==> config.mk <==
export PLATFORM = sky130hd
export DESIGN_NAME = fcsadc_ctrl
export DESIGN_NICKNAME = d
export VERILOG_FILES = /design/src/rtl/fcsadc_ctrl.v
export VERILOG_INCLUDE_DIRS = /design/src /design/src/rtl
export SDC_FILE = /design/constraint.sdc
export NUM_CORES = 1
export LEC_CHECK = 0
export BUFFER_PORTS_ARGS = -buffer_cell sky130_fd_sc_hd__buf_2
export CAP_MARGIN = 20
export CORE_MARGIN = 5
export CORE_UTILIZATION = 30
export DETAILED_ROUTE_END_ITERATION = 6
export GPL_ROUTABILITY_DRIVEN = 0
export PLACE_DENSITY = 0.45
export SYNTH_ARGS = -nofsm -noshare
export SYNTH_HDL_FRONTEND = slang
export SYNTH_SLANG_ARGS = --single-unit
==> constraint.sdc <==
create_clock -name CLOCK -period 5.1 [get_ports CLOCK]
set_input_delay 1.275 -clock CLOCK [delete_from_list [all_inputs] [get_ports CLOCK]]
set_output_delay 1.275 -clock CLOCK [all_outputs]
set_load 0.005 [all_outputs]
==> src/rtl/fcsadc_regs.vh <==
// Register offsets, field positions, reset values and timing counts for the
// four-input successive-approximation converter control block.
// Assumes an APB slave with 32-bit data, one register per aligned word.
//
// Overview of operation
// - Each sample resolves to 10 bits by successive approximation, one input routed.
// - Fixed mode: channel field picks exactly one of inputs 0 to 3.
// - Scan mode: channel field sets how many inputs, starting at 0, ascending.
// - Reset clears channel field to 00, selecting input 0.
// - Inputs not used for conversion stay readable as plain port bits.
// - Writing 1 to start bit begins a sequence and sets busy flag.
// - Fixed and scan modes each support single and repeat operation.
// - Fixed repeat converts the selected input again and again.
// - Scan repeat restarts at input 0 after the last input, indefinitely.
// - Four conversion speed settings chosen by the speed field.
// - Reset clears speed field to 0, high speed, 160 states per conversion.
// - Single mode end sets end flag, clears busy, raises interrupt request.
// - Clearing repeat bit ends repeat only after the conversion of the last input in the sequence completes.
// - Each input has its own read-only result, overwritten on each completion.
// - Any read of any result register clears the end flag.
// - Reading an upper result byte clears request flag: of any channel in fixed mode, of a channel in use in scan mode.
// - Low byte holds 2 result LSBs, high byte holds 8 result MSBs.
// - As a 16-bit word the result is left-justified; shift right six.
`ifndef FCSADC_REGS_VH
`define FCSADC_REGS_VH

// Byte offsets (printed offsets not word aligned: index times four)
`define FCSADC_IDX_MODE     8'h60
`define FCSADC_IDX_IRQ      8'h61
`define FCSADC_IDX_PORT     8'h62
`define FCSADC_IDX_R0L      8'h68
`define FCSADC_IDX_R0H      8'h69
`define FCSADC_IDX_R1L      8'h6A
`define FCSADC_IDX_R1H      8'h6B
`define FCSADC_IDX_R2L      8'h64
`define FCSADC_IDX_R2H      8'h65
`define FCSADC_IDX_R3L      8'h66
`define FCSADC_IDX_R3H      8'h67

// Mode register fields
`define FCSADC_CH_LSB       0
`define FCSADC_SCAN_BIT     2
`define FCSADC_REP_BIT      3
`define FCSADC_SPD_LSB      4
`define FCSADC_START_BIT    6
`define FCSADC_BUSY_BIT     7
`define FCSADC_END_BIT      8
// Interrupt register fields
`define FCSADC_IEN_BIT      0
`define FCSADC_IREQ_BIT     1

`define FCSADC_CH_RST       2'b00
`define FCSADC_SPD_RST      2'b00

// States per conversion at high speed; slower settings double each step
`define FCSADC_STATES_FAST  160
`endif

==> src/rtl/fcsadc_ctrl.v <==
// Control and sequencing for a four-input 10-bit successive-approximation
// converter, with APB register access.
// Assumes an external comparator answering on CMP_HIGH the compare of the
// selected input against the ladder code on DAC_CODE; pins are asynchronous.
//
// Register access over APB was chosen for this implementation.
`include "fcsadc_regs.vh"

module fcsadc_ctrl
(
  input  wire        CLOCK,
  input  wire        RESET,
  input  wire        PSEL,
  input  wire        PENABLE,
  input  wire        PWRITE,
  input  wire [11:0] PADDR,
  input  wire [31:0] PWDATA,
  output reg  [31:0] PRDATA,
  output reg         PREADY,
  output reg         PSLVERR,
  input  wire        CMP_HIGH,
  input  wire [3:0]  PORT_PINS,
  output reg  [9:0]  DAC_CODE,
  output reg  [1:0]  INPUT_SEL,
  output reg         CMP_ENABLE,
  output reg         DONE_IRQ
);

  localparam [2:0] ST_IDLE = 3'b001;
  localparam [2:0] ST_BIT  = 3'b010;
  localparam [2:0] ST_DONE = 3'b100;
  localparam [11:0] FAST_STATES = `FCSADC_STATES_FAST;

  reg  [2:0]  state_r;
  reg  [1:0]  ch_r;
  reg         scan_r;
  reg         rep_r;
  reg  [1:0]  spd_r;
  reg         busy_r;
  reg         end_r;
  reg         ien_r;
  reg         ireq_r;
  reg  [1:0]  cur_r;
  reg  [3:0]  bit_r;
  reg  [9:0]  sar_r;
  reg  [11:0] tick_r;
  reg  [9:0]  res_r [0:3];
  reg  [1:0]  cmp_sync_r;
  reg  [3:0]  pin_m_r;
  reg  [3:0]  pin_r;

  wire        acc    = PSEL & PENABLE & PREADY;
  wire        wr     = acc & PWRITE;
  wire        rd     = acc & ~PWRITE;
  wire [9:0]  idx    = PADDR[11:2];
  wire        aligned = (PADDR[1:0] == 2'b00) & (idx[9:8] == 2'b00);
  wire        wr_mode = wr & aligned & (idx[7:0] == `FCSADC_IDX_MODE);
  wire        wr_irq  = wr & aligned & (idx[7:0] == `FCSADC_IDX_IRQ);
  wire        start   = wr_mode & PWDATA[`FCSADC_START_BIT];

  // Per-step time at each speed: one conversion spans 160 states times 2^spd,
  // spread over ten bit steps of one clock per state
  wire [11:0] step_len = (FAST_STATES / 12'd10) << spd_r;

  reg         rd_res;
  reg         rd_high;
  reg  [1:0]  rd_ch;
  reg         rd_ok;
  reg  [31:0] rd_data;
  reg         last_ch;
  reg  [1:0]  high_ch;

  // Decode, result formatting and read data
  always @*
  begin
    rd_res  = 1'b0;
    rd_high = 1'b0;
    rd_ch   = 2'd0;
    rd_ok   = aligned;
    rd_data = 32'h0000_0000;
    high_ch = scan_r ? ch_r : 2'd3;
    case (idx[7:0])
      `FCSADC_IDX_MODE:
        rd_data = {23'h00_0000, end_r, busy_r, 1'b0, spd_r, rep_r, scan_r, ch_r};
      `FCSADC_IDX_IRQ:
        rd_data = {30'h0000_0000, ireq_r, ien_r};
      `FCSADC_IDX_PORT:
        rd_data = {28'h000_0000, pin_r};
      `FCSADC_IDX_R0L, `FCSADC_IDX_R1L, `FCSADC_IDX_R2L, `FCSADC_IDX_R3L,
      `FCSADC_IDX_R0H, `FCSADC_IDX_R1H, `FCSADC_IDX_R2H, `FCSADC_IDX_R3H:
      begin
        rd_res = 1'b1;
        case (idx[7:0])
          `FCSADC_IDX_R0L: rd_ch = 2'd0;
          `FCSADC_IDX_R0H: rd_ch = 2'd0;
          `FCSADC_IDX_R1L: rd_ch = 2'd1;
          `FCSADC_IDX_R1H: rd_ch = 2'd1;
          `FCSADC_IDX_R2L: rd_ch = 2'd2;
          `FCSADC_IDX_R2H: rd_ch = 2'd2;
          `FCSADC_IDX_R3L: rd_ch = 2'd3;
          default:         rd_ch = 2'd3;
        endcase
        rd_high = (idx[7:0] == `FCSADC_IDX_R0H) |
                  (idx[7:0] == `FCSADC_IDX_R1H) |
                  (idx[7:0] == `FCSADC_IDX_R2H) |
                  (idx[7:0] == `FCSADC_IDX_R3H);
        // Low byte: two LSBs in bits 7:6; high byte: eight MSBs
        if (rd_high)
          rd_data = {24'h00_0000, res_r[rd_ch][9:2]};
        else
          rd_data = {24'h00_0000, res_r[rd_ch][1:0], 6'b00_0000};
      end
      default:
        rd_ok = 1'b0;
    endcase
    if (!aligned)
      rd_ok = 1'b0;
    // Last input of the sequence: selected input in fixed, field in scan
    last_ch = scan_r ? (cur_r == ch_r) : 1'b1;
  end

  // APB slave: one wait state, unmapped addresses answer with an error
  always @(posedge CLOCK or posedge RESET)
  begin
    if (RESET)
    begin
      PREADY  <= 1'b0;
      PSLVERR <= 1'b0;
      PRDATA  <= 32'h0000_0000;
    end
    else
    begin
      PREADY  <= PSEL & PENABLE & ~PREADY;
      PSLVERR <= PSEL & PENABLE & ~PREADY & ~rd_ok;
      if (PSEL & PENABLE & ~PREADY & ~PWRITE)
        PRDATA <= rd_ok ? rd_data : 32'h0000_0000;
    end
  end

  // Pins cross into the clock domain through two flops
  always @(posedge CLOCK or posedge RESET)
  begin
    if (RESET)
    begin
      pin_m_r    <= 4'h0;
      pin_r      <= 4'h0;
      cmp_sync_r <= 2'b00;
    end
    else
    begin
      pin_m_r    <= PORT_PINS;
      pin_r      <= pin_m_r;
      // Only the second stage feeds the sequencer
      cmp_sync_r <= {cmp_sync_r[0], CMP_HIGH};
    end
  end

  // Control registers and sequencer
  always @(posedge CLOCK or posedge RESET)
  begin
    if (RESET)
    begin
      state_r    <= ST_IDLE;
      ch_r       <= `FCSADC_CH_RST;
      scan_r     <= 1'b0;
      rep_r      <= 1'b0;
      spd_r      <= `FCSADC_SPD_RST;
      busy_r     <= 1'b0;
      end_r      <= 1'b0;
      ien_r      <= 1'b0;
      ireq_r     <= 1'b0;
      cur_r      <= 2'd0;
      bit_r      <= 4'd0;
      sar_r      <= 10'h000;
      tick_r     <= 12'h000;
      DAC_CODE   <= 10'h000;
      INPUT_SEL  <= 2'd0;
      CMP_ENABLE <= 1'b0;
      DONE_IRQ   <= 1'b0;
      res_r[0]   <= 10'h000;
      res_r[1]   <= 10'h000;
      res_r[2]   <= 10'h000;
      res_r[3]   <= 10'h000;
    end
    else
    begin
      if (wr_mode)
      begin
        ch_r   <= PWDATA[`FCSADC_CH_LSB+1:`FCSADC_CH_LSB];
        scan_r <= PWDATA[`FCSADC_SCAN_BIT];
        rep_r  <= PWDATA[`FCSADC_REP_BIT];
        spd_r  <= PWDATA[`FCSADC_SPD_LSB+1:`FCSADC_SPD_LSB];
      end
      if (wr_irq)
        ien_r <= PWDATA[`FCSADC_IEN_BIT];
      // Software clears; a completion in the same cycle wins below
      if (rd & rd_res)
        end_r <= 1'b0;
      if (rd & rd_res & rd_high & (rd_ch <= high_ch))
        ireq_r <= 1'b0;

      case (state_r)
        ST_IDLE:
        begin
          CMP_ENABLE <= 1'b0;
          if (start)
          begin
            busy_r    <= 1'b1;
            cur_r     <= PWDATA[`FCSADC_SCAN_BIT] ? 2'd0 :
                         PWDATA[`FCSADC_CH_LSB+1:`FCSADC_CH_LSB];
            INPUT_SEL <= PWDATA[`FCSADC_SCAN_BIT] ? 2'd0 :
                         PWDATA[`FCSADC_CH_LSB+1:`FCSADC_CH_LSB];
            bit_r     <= 4'd9;
            sar_r     <= 10'h200;
            DAC_CODE  <= 10'h200;
            tick_r    <= 12'h000;
            CMP_ENABLE <= 1'b1;
            state_r   <= ST_BIT;
          end
        end
        ST_BIT:
        begin
          if (tick_r + 12'd1 >= step_len)
          begin
            tick_r <= 12'h000;
            // Keep the trial bit when the input is above the ladder code
            if (!cmp_sync_r[1])
              sar_r[bit_r] <= 1'b0;
            if (bit_r == 4'd0)
              state_r <= ST_DONE;
            else
            begin
              sar_r[bit_r - 4'd1] <= 1'b1;
              DAC_CODE <= (cmp_sync_r[1] ? sar_r :
                          (sar_r & ~(10'h001 << bit_r))) |
                          (10'h001 << (bit_r - 4'd1));
              bit_r <= bit_r - 4'd1;
            end
          end
          else
            tick_r <= tick_r + 12'd1;
        end
        ST_DONE:
        begin
          res_r[cur_r] <= sar_r;
          if (last_ch && !rep_r)
          begin
            // Repeat ends only at a conversion boundary
            busy_r     <= 1'b0;
            end_r      <= 1'b1;
            ireq_r     <= 1'b1;
            CMP_ENABLE <= 1'b0;
            state_r    <= ST_IDLE;
          end
          else
          begin
            if (scan_r)
              cur_r <= last_ch ? 2'd0 : cur_r + 2'd1;
            if (scan_r)
              INPUT_SEL <= last_ch ? 2'd0 : cur_r + 2'd1;
            if (last_ch)
              end_r <= 1'b1;
            bit_r    <= 4'd9;
            sar_r    <= 10'h200;
            DAC_CODE <= 10'h200;
            state_r  <= ST_BIT;
          end
        end
        default:
          state_r <= ST_IDLE;
      endcase
      // Interrupt pin follows request gated by enable; repeat never raises the request
      DONE_IRQ <= ireq_r & ien_r;
    end
  end

endmodule

==> flow_results.org, run 1 <==
** Critical path
- In this design, the largest share of critical-path delay is due to compound AO/OA/AOI/OAI gates.
- Most frequent cell on the critical path :: ha_1
- Biggest cell delay along the critical path :: roughly 0.40 ns
- Critical path endpoint category :: flip-flop
- The setup path with the least slack is of type flip-flop to flip-flop.
- In this run the worst path has a maximum fanout of 14.
- At the worst endpoint, the required time is about 5.4 ns.
- Together, buffers and inverters on the worst path number 0.
- Walking the worst path, the cells encountered are ha_1 -> nand3_1 -> xnor2_1 -> ha_1 -> o21a_1 -> nor3_1 -> o221ai_2 -> o22ai_4 -> nand2b_4 -> mux2_4.
- STA puts the critical path data arrival time at around 3.5 ns.
- The worst setup path is launched from a flip-flop.
- Worst-path cell with the longest stage delay :: o22ai_4

** Floorplan
- Total number of placement rows :: between 50 and 60
- The die is between 150 and 200 µm tall.
- Initial standard-cell utilization of the core :: 0.3063
- Width of the die :: roughly 150 µm
- Count of pins on the block boundary :: between 100 and 150
- The floorplan step defined a die boundary enclosing roughly 23000 µm².
- Core Box Area :: 19590 µm²

** Clock network
- Clock-pin slew was measured on the worst setup and hold paths at around 0.05 ns.
- Number of resized instances in the post-cts repair step :: 0
- Root buf cell :: clkbuf_16
- Setup bufs post-CTS :: 0
- TritonCTS created 17 clock buffers.
- Clock latency on the worst-skew pair, taken at its later pin, is 0.41 ns.
- CTS built an H-tree with a depth of 4.
- Number of sinks on the clock net :: between 100 and 150
- The number of hold buffers added after CTS was 0.
- Clock tree from TritonCTS :: built
- The longest clock path from root to sink contains 2 buffers.

** STA
- Share of the clock period used by the worst path after layout :: 0.6336
- Setup violations remaining at the end of the flow were counted as 0.
- The tightest hold path in the finished design has a slack of 0.3500 ns.
- Clock skew on the completed layout was measured at roughly 0.0085 ns.
- Clock period minus worst slack :: roughly 3.2 ns
- Worst max-slew margin expressed relative to the limit :: 0.3423
- Timing would allow up to ~310 MHz.
- Slew of the pin with the lowest slew margin :: just under 1 ns
- Final Hold Violating Endpoints :: 0
- Max Transition Viols Final :: 0
- Setup total negative slack on the finished layout was measured at 0 ns.
- RSZ-0062 raised after global routing :: false

** Cells and area
- In the final layout, the share of cells above drive strength 1 is 0.2703.
- The repair_antennas step left the layout with diodes totalling 0.
- Layout Area Growth over Synthesis :: 15.27%
- Area of all placed cells without fillers :: about 6900 µm²
- The layout has roughly 2.0k filler cells.
- Most common library cell in the layout ignoring fill and taps :: dfrtp_1
- In the layout the commonest cells are 113 x dfrtp_1, 58 x nand2_1, 53 x buf_2, 46 x mux2_2, 29 x o21ai_0.
- Non-filler cells, final :: approximately 870
- Layout Nets :: ~660

** Logic synthesis
- Summing every instance area after synthesis gives between 5000 and 6000 µm².
- Total of flip-flops plus latches after synthesis :: around 110
- Of the synthesized area, sequential elements account for 0.4757.
- Of the total synthesized cell area, the portion taken by XOR and XNOR cells is 0.01314.
- Yosys warnings :: 0
- The most used flip-flop cell after synthesis is dfrtp_1.
- Of the total synthesized cell area, the portion taken by full adders, half adders and majority gates is 0.03545.
- Number of enable flip-flop cells after synthesis :: 0
- Averaged over all synthesized cells, the footprint is 11.05 µm².
- Counting every instance in the synthesized netlist gives ~540.
- Mux cell area share after synthesis :: 0.1155
- The compound-gate portion of the synthesized area came to 0.1516.
- Of the total synthesized cell area, the portion taken by AND, OR, NAND and NOR gates is 0.1464.
- Dominant combinational cell family by area after synthesis :: compound AO/OA/AOI/OAI gates
- After synthesis, the share of flip-flops with an asynchronous set or reset is 1.000.
- After synthesis, the netlist uses slightly below 80 different library cells.

** Routing
- Before antenna repair, the detailed router went through 4 iterations.
- The final layout contains routed wiring with a total length of ~15 mm.
- Vias after detailed routing :: 4225
- Dividing the detail-routed wire length by the instance count gives roughly 17 µm.
- Post-route antenna net violation count :: 0
- Dividing the detail-routed via count by the number of cells gives about 4.9.
- Iter 0 DRT Violations :: 204
- Residual DRC :: 0

** Pwr
- The internal power of the cells totals around 1.9 mW.
- The share of total power dissipated in sequential elements is 0.425.
- Power share of the combinational group :: 0.201
- Of the total power, the clock network draws 0.374.
- Of the total power, the share spent switching nets is 0.3113.
- Across the VDD grid, the largest voltage drop is 0.2415 mV.
- Pwr/cell area :: 404.7 nW/µm²
- Final Total Pwr :: approximately 2.8 mW
- Leakage :: 3.167 nW
- Summed over all nets, the switching power comes to 0.8712 mW.

** Placed design
- Placed Cells incl. Taps :: 839
- In this run the cell area measured after placement is between 6000 and 7000 µm².
- Total half-perimeter wirelength after legalization and detailed placement :: about 11 mm
- Input and output buffers added on the ports amount to 53.

** Status
- The run finished with clean final reports.

** Global route
- The first global-routing pass estimated ~25 mm of wire.
- Leftover overflow at the end of global routing :: 0
- Entering global routing, the biggest net connects 60 pins.
- For this run, the total global-route usage over all layers was measured as 0.1378.
- Antenna violations before repair :: 0
- The number of global-route vias before repair was 4543.

** Min path
- The tightest min-delay check is of the flip-flop to flip-flop type.

** Job
- Max-cap violations in this run came to 0.
## registers in the layout, summed over array words and instances, names as in the netlist
register,flops
end_r,1
pin_m_r,4
state_r,3
DAC_CODE,10
spd_r,2
ch_r,2
pin_r,4
PSLVERR,1
ien_r,1
PREADY,1
CMP_ENABLE,1
bit_r,4
tick_r,12
cur_r,2
cmp_sync_r,2
PRDATA,9
ireq_r,1
res_r,40
sar_r,10
rep_r,1
scan_r,1
busy_r,1
DONE_IRQ,1
## path summary, 6_finish.rpt
check,from,to,slack (ns),cells after the start
max in group asynchronous,RESET,res_r[37],3.32,3
max reg2reg,tick_r[0],DAC_CODE[9],1.87,10
min reg2reg,pin_m_r[3],pin_r[3],0.35,0
max,tick_r[0],DAC_CODE[9],1.87,10
min,pin_m_r[3],pin_r[3],0.35,0
min in group asynchronous,RESET,PRDATA[8],0.78,2
## layout make-up
type	instances	area [µm²]	share of cell area
multi-input cells	388	2859	0.4134
flip-flops and latches	114	2854	0.4127
clock buffers	23	488.0	0.07056
well taps	265	331.6	0.04795
repair buffers	56	287.8	0.04161
inverters	16	62.56	0.009047
clock inverters	6	32.53	0.004704
## synth_stat cells (4+ instances only)
| library cell | number | share of area |
|---|---|---|
| o31ai_1 | 6 | 0.0075 |
| a21oi_1 | 20 | 0.017 |
| a21boi_0 | 7 | 0.0088 |
| and3_1 | 4 | 0.0042 |
| buf_1 | 5 | 0.0031 |
| dfrtp_1 | 113 | 0.47 |
| nand2b_1 | 6 | 0.0063 |
| xor2_1 | 4 | 0.0058 |
| o21ai_0 | 29 | 0.024 |
| nor2_1 | 26 | 0.016 |
| nor3_1 | 12 | 0.010 |
| xnor2_1 | 5 | 0.0073 |
| buf_2 | 7 | 0.0058 |
| mux2i_1 | 7 | 0.012 |
| mux4_2 | 4 | 0.015 |
| a22oi_1 | 11 | 0.014 |
| a31oi_1 | 5 | 0.0052 |
| and2_1 | 11 | 0.011 |
| mux2_2 | 46 | 0.086 |
| nand3_1 | 14 | 0.012 |
| buf_4 | 26 | 0.033 |
| nand2_1 | 58 | 0.036 |
| inv_1 | 16 | 0.010 |
| o2bb2ai_1 | 4 | 0.0058 |
| o2bb2ai_2 | 6 | 0.015 |
| a22o_1 | 5 | 0.0073 |
| ha_1 | 17 | 0.035 |
| clkbuf_1 | 6 | 0.0038 |
## per-stage QoR
step / setup WS [ns] / util
after floorplan: 0.8109 / -
after detailed placement: 1.481 / 0.3264
after global placement: 1.491 / 0.3264
after global routing: 1.604 / 0.3530
final: 1.869 / 0.3530
after CTS: 1.839 / 0.3530
## worst register-to-register path: cells and delay by family (launching register included)
kind / cells / cell delay [ns]
AOI/OAI and AO/OA: 3 / 0.82
and+or+nand+nor: 3 / 0.76
adders and majority gates: 2 / 0.55
DFF: 1 / 0.39
muxes: 1 / 0.32
xor gates and xnor gates: 1 / 0.28
## power by group through the flow
stage               registers (mW)  clock network, mW  logic, mW
finish                        1.19               1.05      0.562
global route                  1.21               1.12      0.637
floorplan                     1.15                  0      0.424
detailed placement            1.20                  0      0.561
global placement              1.20                  0      0.551
CTS                           1.19               1.08      0.565
## kinds of logic after synthesis
logic type               Yosys count
flip-flops                       114
adder cells (fa/ha/maj)           17
AO/OA/AOI/OAI                    120
AND/OR/NAND/NOR                  161
other                              1
buffers and inverters             63
multiplexers                      58
XOR/XNOR                           9
## per-layer routing
| metal | track usage | share of wire |
|---|---|---|
| met5 | 0 | 0 |
| met4 | 0.03853 | 0.0077 |
| met1 | 0.1828 | 0.47 |
| met3 | 0.04189 | 0.045 |
| met2 | 0.2183 | 0.48 |
Note: power is estimated with default switching activity, not from simulation.
==> run 2: changes to the inputs <==
- PLACE_DENSITY: 0.45 -> 0.47
- clock period: 5.1 -> 2.7 ns (I/O delays scaled with it)
==> run 2 against run 1 <==
  * Die area unchanged
  * Register-to-register slack worse by 1.7 ns
  * Routed wire length is 0.45% lower
  * Global-route usage decreased by 0.32 points
  * Highest routed layer unchanged
  * Hold slack worse by 0.015 ns
  * Critical path type unchanged
  * Non-clock buffer count rose by 27
  * Largest cell class unchanged
==> flow_results.org, run 2 (synthesis results as in run 1) <==
** Status
- The run finished with clean final reports.

** Floorplan
- Width of the die :: around 150 µm
- In this run the core area contains slightly above 50 standard-cell rows.
- For this configuration, the core starts out at a cell density of 0.3063.
- Die span in y :: ~150 µm
- Die Outline Area :: between 20000 and 25000 µm²
- In this run the count of I/O pins placed on the die edge is ~100.
- Core Box Area :: about 20000 µm²

** STA
- At the pin with the least slew margin, the transition time is 0.6373 ns.
- In the post-route analysis, the smallest setup slack over all paths is 0.1479 ns.
- Setup repair after global routing left no endpoint under its margin.
- Across all hold checks on the routed design, the worst slack comes to 0.3350 ns.
- Setup violations remaining at the end of the flow were counted as 0.
- The final number of max-transition violations is 0.
- Fmax achieved :: about 400 MHz
- The number of hold-slack violations in the final timing report is 0.
- Worst max-slew margin expressed relative to the limit :: 0.5752
- Between clock sinks in the finished design, the worst skew comes to slightly above 0.009 ns.
- The clock period could shrink to between 2 and 3 ns.
- In the finished design, the share of the clock period the worst path needs comes to 0.9452.
- In the final timing run, aggregate negative setup slack is 0 ns.

** Global route
- Vias in the first global route :: 4538
- Leftover overflow at the end of global routing :: 0
- Total track usage :: 0.1346
- Global-route wire length before repair :: between 20 and 25 mm
- Entering global routing, the biggest net connects 64 pins.
- Antenna violations before repair :: 0

** Cells and area
- Share of final-layout standard cells stronger than drive strength 1 :: 0.3090
- Registers with the most flip-flops :: res_r (40), tick_r (12)
- The finished cells cover approximately 7200 µm².
- Biggest register :: res_r
- From synthesis to final layout, the design area changed by 20.54%.
- The register with the most flip-flops in the layout has 40 of them.
- In the final design database the tool counted 691 nets.
- In the layout the commonest cells are 113 x dfrtp_1, 58 x nand2_1, 53 x buf_2, 46 x mux2_2, 28 x o21ai_0.
- The library cell used most frequently in the layout, excluding fill and tap cells, is dfrtp_1.
- The number of antenna diodes in the final layout is 0.

** Clock network
- Clock tree from TritonCTS :: built
- Clock latency on the worst-skew pair :: 0.42 ns
- CTS Hold Bufs :: 0
- The number of clock buffers added by TritonCTS is 17.
- No sink is reached through more buffers than the 2 on the longest clock path.
- After clock tree synthesis, the clock-pin slew on the worst setup and hold paths is about 0.050 ns.
- The clock tree synthesis step divided the H-tree into 4 levels.
- Number of sinks on the clock net :: around 110
- The tree is rooted in a clkbuf_16.

** Routing
- Residual DRC :: 0
- Iter 0 DRT Violations :: between 100 and 150
- After detailed routing, the average wire length per cell comes to between 15 and 20 µm.
- In the routed layout, each cell is associated on average with a via count of 4.839.
- Sum of routed wire length over all layers :: 14.70 mm
- Before antenna repair, the detailed router went through 4 iterations.
- In this run the remaining antenna-violating nets after routing total 0.
- Vias after detailed routing :: ~4.3k

** Critical path
- Critical path data required time :: about 3.0 ns
- The critical path in this run is classified as flip-flop to flip-flop.
- CP max FO :: 4
- Biggest cell delay along the critical path :: between 0.4 and 0.5 ns
- Worst-path cell with the longest stage delay :: dfrtp_1
- Worst-path cell chain :: and3_4 -> nand3_1 -> xnor2_1 -> ha_1 -> o21a_1 -> nor3_1 -> buf_4 -> nor2_1 -> nor4b_4 -> buf_4 -> nor3_1 -> a221o_1
- At the worst endpoint, the arrival time is 2.85 ns.
- The worst setup path is captured at a flip-flop.
- The worst setup path is launched from a flip-flop.

** Pwr
- Design internal power :: 3.846 mW
- Total power for the finished layout comes to 5.519 mW.
- Pwr/cell area :: 763.2 nW/µm²
- Peak supply drop :: between 0.4 and 0.5 mV
- Of the total power, combinational logic draws 0.202.
- Leakage :: 3.342 nW
- Of the total power, the clock network draws 0.388.
- The share of total power dissipated in sequential elements is 0.410.
- Summed over all nets, the switching power comes to 1.673 mW.
- Fraction of power spent switching nets :: 0.3031

** Min path
- Class of the tightest hold or removal check :: input port to asynchronous set/reset pin

** Job
- Max-cap violations :: 0

** Placed design
- Place WS :: around 0.11 ns
- Cell area reported after detailed placement :: approximately 6600 µm²
- After legalization and detailed placement, the total HPWL measured between 10 and 15 mm.
- Port bufs :: 53
[run 2: cell types whose count changed in the layout (fill, tap and decap cells not counted), sizes merged]
| cell | change |
|---|---|
| clkinv | -1 |
| bufinv | +1 |
| buf | +27 |
| clkbuf | +2 |
| inv | -1 |
[run 2: timing repair]
item,4_1_cts,5_1_grt
gates resized for setup,0,6
setup buffers,0,1
endpoints found under the setup margin,0,6
[run 2: critical path, delay by kind of cell, from the launching register on]
family | cells | cell delay, ns
AND/OR/NAND/NOR | 6 | 0.85
flip-flops | 1 | 0.42
AO/OA/AOI/OAI | 2 | 0.39
buffers and inverters | 2 | 0.32
adder cells (fa/ha/maj) | 1 | 0.30
XOR/XNOR | 1 | 0.16
[run 2: final cells by class]
class	count	area (µm²)
inverter	16	63.81
fill	1966	12360
timing repair buffer	83	528.0
tap	265	331.6
sequential	114	2854
multi-input combinational	388	2889
clock inverter	5	50.05
clock buffer	25	515.5
[run 2: per-stage QoR]
step | std cells | utilization
final | 896 | 0.3692
after detailed placement | 865 | 0.3384
after floorplan | 565 | -
after global routing | 896 | 0.3692
after CTS | 895 | 0.3672
after global placement | 865 | 0.3384
[run 2: power groups by stage]
stage          Clock (mW)  Combinational [mW]  Sequential [mW]
3_5_place_dp            0                1.10             2.27
3_3_place_gp            0                1.08             2.26
2_1_floorplan           0               0.800             2.17
6_report             2.14                1.11             2.27
5_1_grt              2.28                1.25             2.30
4_1_cts              2.19                1.10             2.25
[run 2: metal layers]
metal  up-vias  GRT usage  share of wire
met1      2150     0.1780           0.48
met4         0    0.04669          0.013
met5         -          0              0
met3        15    0.04099          0.050
met2        99     0.2094           0.46
li1       2072          -              -
[run 2: path summary, 6_finish.rpt]
| path | start | end | slack [ns] | cells after the start |
|---|---|---|---|---|
| worst max-delay path | tick_r[1] | sar_r[7] | 0.15 | 12 |
| worst min-delay path | RESET | PREADY | 0.33 | 2 |
| worst max register to register | tick_r[1] | sar_r[7] | 0.15 | 12 |
| worst min register to register | pin_m_r[3] | pin_r[3] | 0.35 | 0 |
| max in group asynchronous | RESET | tick_r[1] | 1.59 | 3 |
| min in group CLOCK | pin_m_r[3] | pin_r[3] | 0.35 | 0 |
